File: src/design/spe_pkg.sv
// Package for the switching-period enable counter: counts, thresholds, timing.
// Assumes a 20 MHz core clock; all times are converted to cycles here.
package spe_pkg;

  // ----------------------------------------------------------------
  // Clock and timing
  // ----------------------------------------------------------------
  localparam int unsigned CLK_PERIOD_NS              = 50;
  // Disable qualifying interval (long period), microseconds
  localparam int unsigned DISABLE_QUALIFY_INTERVAL_US = 1000;
  // Enable qualifying interval (short period), microseconds
  localparam int unsigned ENABLE_QUALIFY_INTERVAL_US  = 200;
  // Cycle detect minimum low time, nanoseconds (least time: round up)
  localparam int unsigned CYCLE_DETECT_MIN_TIME_NS    = 500;
  // Wake pulse width and repeat period, nanoseconds
  localparam int unsigned WAKE_PULSE_NS               = 1000;
  localparam int unsigned WAKE_REPEAT_NS              = 30000;

  localparam int unsigned DISABLE_QUALIFY_CYCLES = (DISABLE_QUALIFY_INTERVAL_US * 1000) / CLK_PERIOD_NS;
  localparam int unsigned ENABLE_QUALIFY_CYCLES  = (ENABLE_QUALIFY_INTERVAL_US * 1000) / CLK_PERIOD_NS;
  localparam int unsigned CYCLE_DETECT_MIN_CYCLES =
    (CYCLE_DETECT_MIN_TIME_NS + CLK_PERIOD_NS - 1) / CLK_PERIOD_NS;
  localparam int unsigned WAKE_PULSE_CYCLES  = (WAKE_PULSE_NS + CLK_PERIOD_NS - 1) / CLK_PERIOD_NS;
  localparam int unsigned WAKE_REPEAT_CYCLES = WAKE_REPEAT_NS / CLK_PERIOD_NS;

  // ----------------------------------------------------------------
  // Counts
  // ----------------------------------------------------------------
  localparam int unsigned DISABLE_COUNT = 63;
  localparam int unsigned ENABLE_COUNT  = 32;
  localparam int unsigned COUNT_W       = 6;

  // Droop reference ratio: 97 / 100 of the sampled supply
  localparam int unsigned DROOP_NUM = 97;
  localparam int unsigned DROOP_DEN = 100;

  typedef enum logic [1:0] {
    SPE_RECT_ON  = 2'b01,
    SPE_RECT_OFF = 2'b10
  } spe_rect_state_e;

endpackage : spe_pkg

File: src/design/spe_period_timer.sv
// Saturating period timer restarted by a one-cycle pulse.
// Assumes restart_in is synchronous to core_clk_in.
`timescale 1ns/1ps
`default_nettype none
module spe_period_timer #(
  parameter int unsigned WIDTH = 16
) (
  input  wire logic             core_clk_in,
  input  wire logic             rst_in,
  input  wire logic             restart_in,
  output var  logic [WIDTH-1:0] count_out
);
  // Restart loads one so the count equals cycles since the pulse
  always_ff @(posedge core_clk_in) begin
    if (rst_in || restart_in) begin
      count_out <= {{(WIDTH-1){1'b0}}, 1'b1};
    end else if (count_out != {WIDTH{1'b1}}) begin
      count_out <= count_out + {{(WIDTH-1){1'b0}}, 1'b1};
    end
  end
endmodule : spe_period_timer
`default_nettype wire

File: src/design/spe_switching_period_enable_counter.sv
// Switching-period enable counter with power-cycle detect and droop wake-up.
// Assumes all inputs synchronous to core_clk_in; rst_in is the lockout reset.
//
// Functional notes
// - Enable output released high after power-up
// - Time periods, compare against both intervals
// - 63 consecutive long periods pull output low
// - Short period clears consecutive disable count
// - Separate disable and enable intervals give hysteresis
// - 32 short periods release output high
// - Re-enable count cumulative, long periods ignored
// - Wake event leaves output and counts alone
// - Droop three percent triggers wake in both states
// - Enable output is open-drain to ground
// - Detect pulse only after qualified low time
// - Droop reference refreshed on every detect pulse
// - Wake pulses repeat until detect or lockout
// - Everything disabled during undervoltage lockout
`timescale 1ns/1ps
`default_nettype none
module spe_switching_period_enable_counter
  import spe_pkg::*;
#(
  parameter int unsigned PERIOD_W = 16,
  parameter int unsigned SUPPLY_W = 12,
  parameter int unsigned DISABLE_QUALIFY_CYC = spe_pkg::DISABLE_QUALIFY_CYCLES,
  parameter int unsigned ENABLE_QUALIFY_CYC  = spe_pkg::ENABLE_QUALIFY_CYCLES
) (
  input  wire logic                core_clk_in,
  input  wire logic                rst_in,
  input  wire logic                wake_below_threshold_in,
  input  wire logic                demag_end_in,
  input  wire logic [SUPPLY_W-1:0] supply_level_in,
  output logic                     rectifier_enable_output_oe_out,
  output logic                     rectifier_enable_output_out,
  output logic                     wake_oe_out,
  output logic                     wake_out,
  output logic                     power_cycle_detect_out
);
  import spe_pkg::*;

  localparam int unsigned LOWT_W = 8;
  localparam int unsigned WAKE_W = 12;
  localparam logic [COUNT_W-1:0]  DIS_MAX    = COUNT_W'(DISABLE_COUNT);
  localparam logic [COUNT_W-1:0]  EN_MAX     = COUNT_W'(ENABLE_COUNT);
  localparam logic [COUNT_W-1:0]  CNT_ONE    = COUNT_W'(1);
  localparam logic [LOWT_W-1:0]   LOWT_MIN   = LOWT_W'(CYCLE_DETECT_MIN_CYCLES);
  localparam logic [LOWT_W-1:0]   LOWT_ONE   = LOWT_W'(1);
  localparam logic [WAKE_W-1:0]   WAKE_ONE   = WAKE_W'(1);
  localparam logic [WAKE_W-1:0]   WAKE_PULSE = WAKE_W'(WAKE_PULSE_CYCLES);
  localparam logic [WAKE_W-1:0]   WAKE_REP   = WAKE_W'(WAKE_REPEAT_CYCLES);
  localparam logic [PERIOD_W-1:0] DIS_THR    = PERIOD_W'(DISABLE_QUALIFY_CYC);
  localparam logic [PERIOD_W-1:0] EN_THR     = PERIOD_W'(ENABLE_QUALIFY_CYC);
  localparam int unsigned PROD_W = SUPPLY_W + 7;

  spe_rect_state_e         rect_state;
  logic [COUNT_W-1:0]      disable_count;
  logic [COUNT_W-1:0]      enable_count;
  logic [LOWT_W-1:0]       low_time;
  logic                    low_qualified;
  logic                    detect_pulse;
  logic [PERIOD_W-1:0]     period;
  logic                    period_long;
  logic                    period_short;
  logic                    seen_first;
  logic [SUPPLY_W-1:0]     droop_reference;
  logic                    reference_valid;
  logic                    droop;
  logic                    wake_active;
  logic [WAKE_W-1:0]       wake_timer;
  logic [PROD_W-1:0]       scaled;

  // ----------------------------------------------------------------
  // Power-cycle detection
  // ----------------------------------------------------------------
  always_ff @(posedge core_clk_in) begin
    if (rst_in) begin
      low_time <= '0;
    end else if (!wake_below_threshold_in || wake_oe_out || detect_pulse) begin
      // Own wake drive or a taken detect restarts qualification
      low_time <= '0;
    end else if (low_time != {LOWT_W{1'b1}}) begin
      low_time <= low_time + LOWT_ONE;
    end
  end

  assign low_qualified = (low_time > LOWT_MIN);
  assign detect_pulse  = demag_end_in && low_qualified && !rst_in;

  always_ff @(posedge core_clk_in) begin
    if (rst_in) begin
      power_cycle_detect_out <= 1'b0;
    end else begin
      power_cycle_detect_out <= detect_pulse;
    end
  end

  // ----------------------------------------------------------------
  // Period timing
  // ----------------------------------------------------------------
  spe_period_timer #(
    .WIDTH (PERIOD_W)
  ) i_spe_period_timer (
    .core_clk_in (core_clk_in),
    .rst_in      (rst_in),
    .restart_in  (detect_pulse),
    .count_out   (period)
  );

  assign period_long  = (period > DIS_THR);
  assign period_short = (period < EN_THR);

  // First detect after lockout only starts timing
  always_ff @(posedge core_clk_in) begin
    if (rst_in) begin
      seen_first <= 1'b0;
    end else if (detect_pulse) begin
      seen_first <= 1'b1;
    end
  end

  // ----------------------------------------------------------------
  // Disable and enable counts
  // ----------------------------------------------------------------
  always_ff @(posedge core_clk_in) begin
    if (rst_in) begin
      disable_count <= '0;
    end else if (detect_pulse && seen_first && rect_state == SPE_RECT_ON) begin
      if (!period_long) begin
        disable_count <= '0;
      end else if (disable_count != DIS_MAX) begin
        disable_count <= disable_count + CNT_ONE;
      end
    end else if (rect_state == SPE_RECT_OFF) begin
      disable_count <= '0;
    end
  end

  always_ff @(posedge core_clk_in) begin
    if (rst_in) begin
      enable_count <= '0;
    end else if (rect_state == SPE_RECT_ON) begin
      enable_count <= '0;
    end else if (detect_pulse && seen_first && period_short && enable_count != EN_MAX) begin
      enable_count <= enable_count + CNT_ONE;
    end
  end

  // ----------------------------------------------------------------
  // Enable output state
  // ----------------------------------------------------------------
  always_ff @(posedge core_clk_in) begin
    if (rst_in) begin
      rect_state <= SPE_RECT_ON;
    end else begin
      case (rect_state)
        SPE_RECT_ON: begin
          if (disable_count == DIS_MAX) begin
            rect_state <= SPE_RECT_OFF;
          end
        end
        SPE_RECT_OFF: begin
          if (enable_count == EN_MAX) begin
            rect_state <= SPE_RECT_ON;
          end
        end
        default: begin
          rect_state <= SPE_RECT_ON;
        end
      endcase
    end
  end

  // Open drain: driver on pulls low, off releases
  assign rectifier_enable_output_out    = 1'b0;
  assign rectifier_enable_output_oe_out = (rect_state == SPE_RECT_OFF);

  // ----------------------------------------------------------------
  // Droop reference and wake-up
  // ----------------------------------------------------------------
  assign scaled = (PROD_W'(supply_level_in) * PROD_W'(DROOP_NUM)) / PROD_W'(DROOP_DEN);

  always_ff @(posedge core_clk_in) begin
    if (rst_in) begin
      droop_reference <= '0;
      reference_valid <= 1'b0;
    end else if (detect_pulse) begin
      droop_reference <= scaled[SUPPLY_W-1:0];
      reference_valid <= 1'b1;
    end
  end

  // Droop check independent of enable state and counts
  assign droop = reference_valid && (supply_level_in < droop_reference);

  always_ff @(posedge core_clk_in) begin
    if (rst_in) begin
      wake_active <= 1'b0;
    end else if (detect_pulse) begin
      wake_active <= 1'b0;
    end else if (droop) begin
      wake_active <= 1'b1;
    end
  end

  always_ff @(posedge core_clk_in) begin
    if (rst_in || !wake_active) begin
      wake_timer <= '0;
    end else if (wake_timer >= WAKE_REP - WAKE_ONE) begin
      wake_timer <= '0;
    end else begin
      wake_timer <= wake_timer + WAKE_ONE;
    end
  end

  always_ff @(posedge core_clk_in) begin
    if (rst_in) begin
      wake_oe_out <= 1'b0;
    end else begin
      wake_oe_out <= wake_active && !detect_pulse && (wake_timer < WAKE_PULSE);
    end
  end

  assign wake_out = 1'b0;

endmodule : spe_switching_period_enable_counter
`default_nettype wire

File: config.mk
export PLATFORM = sky130hd
export DESIGN_NAME = spe_switching_period_enable_counter
export DESIGN_NICKNAME = d
export VERILOG_FILES = /design/src/design/spe_pkg.sv /design/src/design/spe_period_timer.sv /design/src/design/spe_switching_period_enable_counter.sv
export SDC_FILE = /design/constraint.sdc
export NUM_CORES = 1
export LEC_CHECK = 0
export BUFFER_PORTS_ARGS = -buffer_cell sky130_fd_sc_hd__clkbuf_2
export CAP_MARGIN = 20
export CORE_MARGIN = 5
export CORE_UTILIZATION = 45
export CTS_CLUSTER_SIZE = 24
export DETAILED_ROUTE_END_ITERATION = 10
export PLACE_DENSITY = 0.65
export SLEW_MARGIN = 10
export SYNTH_ARGS = -nofsm -noshare
export SYNTH_HDL_FRONTEND = slang
export SYNTH_SLANG_ARGS = --single-unit
File: constraint.sdc
create_clock -name core_clk_in -period 11.5 [get_ports core_clk_in]
set_input_delay 2.3 -clock core_clk_in [delete_from_list [all_inputs] [get_ports core_clk_in]]
set_output_delay 2.3 -clock core_clk_in [all_outputs]
set_load 0.005 [all_outputs]
==> impl_metrics.ini <==
[run_status]
status = finished, final reports clean

[clocking]
cts_hold_buf = 0
cts_tree = yes
clock_latency_ps = 330
clockRootBuffer = clkbuf_16
cts_buffers = 9
clk_pin_slew_worst_paths_ps = 60
clk_path_buf_depth = 2
cts.sinks = 66
htreeDepth = 3

[grt]
grt_usage = 0.201
antenna_found_initial = 0
grt_first_pass_wirelength_microns = 31300
overflow = 0
grt_max_degree = 28
grt_pass1_vias = 6662

[worst_setup_path]
rr_endpoint = enable_count[5]$_SDFFE_PP0P_
startpoint = supply_level_in[5]
crit_path_top_delay_cell = fa_1
critPathMaxStageDelay_ps = 520
cp_max_fo = 8
rr_worst_depth = 12
cp.required_ps = 11750
cp-start-kind = primary input
critPathArrivalTime_ps = 11600
crit_end = droop_reference[0]$_SDFFE_PP0P_
r2r_slack_ps = 8070
endpoint_kind = register
r2r-start = low_time[0]$_SDFFE_PP0P_
cpMostUsedCell = buf_4
path_class = in -> reg

[final_layout]
diodes = 0
fill_cells = 1306
layout.nets = 1220
area_delta_synth_final_pct = 41.0
drive_gt1_frac = 0.361
multi_input_area_sq_mm = 0.00630
seqCellArea_sq_mm = 0.00132

[yosys]
ys_ff_latch = 66
syn_area_per_cell_sq_um = 7.98
yosysUniqueCellTypes = 102
yosysTopAreaCell = dfxtp_1
synthTopCellsByArea = dfxtp_1, ha_1, nor2_1, xnor2_1, xor2_1
synthTopCellsByCount = nor2_1, ha_1, dfxtp_1, nand2_1, inv_1
yosys_warnings = 0
synthArstFlopShare = 0
synth-edff-count = 0
syn_area_sq_mm = 0.00721
netlist_instances = 904
synth_flop_cell = dfxtp_1
yosysTopAreaCellShare = 0.183
yosysSeqAreaShare = 0.183
yosysMostFrequentCell = nor2_1

[worst_hold_path]
min_path_type = reg -> reg
hp-start = wake_timer[0]$_SDFF_PP0_

[routing]
drc = 0
wl_microns = 20500
wire_per_inst_microns = 15.2
postRouteAntennaNets = 0
vias_per_cell = 5.64
dr.first_iter.drc_count = 505
drtPass1Iterations = 6
dr_total_vias = 7579

[timing]
worst_pin_slew_ps = 1040
setup_violations = 0
period_needed_ps = 11340
hold_viol = 0
max_slew_margin = 0.299
max_freq_mhz = 88.2
finalCritPeriodShare = 0.986
slew_violations = 0
totalNegativeSetupSlack_ps = 0
fin_skew_ps = 7.68

[floorplanning]
dieArea_sq_mm = 0.0187
die_y_microns = 137
core_area_sq_mm = 0.0158
start_util = 0.455
row_count = 46
die_x_microns = 137
ioPinCount = 21

[placed_design]
port_buffers = 18
gp_congestion = 0.887
dp_hpwl_microns = 14800

[job]
maxCapViolCount = 0
==> cell type report <==
| class | instances | share of cell area |
|---|---|---|
| clock buffers | 9 | 0.0222 |
| clock inverters | 7 | 0.0101 |
| inverters | 42 | 0.0155 |
| multi-input cells | 768 | 0.620 |
| flip-flops and latches | 66 | 0.130 |
| well taps | 216 | 0.0266 |
| repair buffers | 235 | 0.176 |
==> metrics by stage <==
| step | util | hold WS (ps) | cells | worst slack [ps] | cell area [sq um] |
|---|---|---|---|---|---|
| after floorplan | - | 418 | 907 | 0.313 | 7290 |
| after global placement | 0.560 | 427 | 1293 | -311 | 8860 |
| after detailed placement | 0.560 | 434 | 1293 | -440 | 8860 |
| after CTS | 0.583 | 447 | 1309 | 1.26 | 9220 |
| after global routing | 0.642 | 458 | 1343 | -263 | 10200 |
| final | 0.642 | 443 | 1343 | 158 | 10200 |
==> worst max-delay path: cells and delay by family <==
family	cells	cell delay (ps)
AO/OA/AOI/OAI	22	4730
adder cells (fa/ha/maj)	5	1550
XOR/XNOR	2	370
multiplexers	2	660
buffers and inverters	6	1020
AND/OR/NAND/NOR	4	950
==> kinds of logic after synthesis <==
family / synth area share
compound gates: 0.271
flops: 0.183
fa+ha+maj: 0.148
simple gates: 0.254
other cells: 0.000520
buf+inv: 0.0453
xor+xnor: 0.0784
mux: 0.0198
==> layout by cell type (no fill, tap or decap), types with 11 or more instances in the layout <==
cell	instances
buf_4	206
nor2_1	100
ha_1	69
dfxtp_1	66
nand2_1	60
inv_1	38
nand3_1	32
a21oi_1	32
o21ai_0	30
xnor2_1	28
xor2_1	26
nor3_1	22
o211ai_1	21
nand4_1	17
a31oi_1	16
and3_1	15
clkbuf_2	15
nand2b_1	13
a211oi_1	13
a21o_1	13
nor2b_1	11
buf_6	11
==> registers in the layout, indices dropped and copies added, names as in the netlist <==
name,count
disable_count,6
droop_reference,12
enable_count,6
i_spe_period_timer.count_out,16
low_time,8
power_cycle_detect_out,1
rect_state,2
reference_valid,1
wake_active,1
wake_oe_out,1
wake_timer,12
==> worst min-delay path by stage <==
stage	endpoint	slack, ps	cells after the start
CTS	wake_timer[0]$_SDFF_PP0_	450	1
finish	wake_timer[0]$_SDFF_PP0_	440	1
global placement	wake_timer[0]$_SDFF_PP0_	430	1
detailed placement	wake_timer[0]$_SDFF_PP0_	430	1
global route	wake_timer[0]$_SDFF_PP0_	460	1
floorplan	wake_timer[0]$_SDFF_PP0_	420	1
==> timing repair <==
item,in CTS,in global routing
setup buffers,0,34
gates resized for setup,8,143
setup endpoints to repair,1,3
pin swaps,2,73
==> layer usage <==
| layer | up-vias | routed length, microns | track usage |
|---|---|---|---|
| li1 | 3804 | - | - |
| met1 | 3576 | 9730 | 0.283 |
| met2 | 169 | 9720 | 0.324 |
| met3 | 30 | 699 | 0.0276 |
| met4 | 0 | 327 | 0.0476 |
| met5 | - | 0 | 0 |
Power is left out: the tool's default activity adds up to more than one toggle a clock period on the data nets, which glitch-free logic cannot reach.
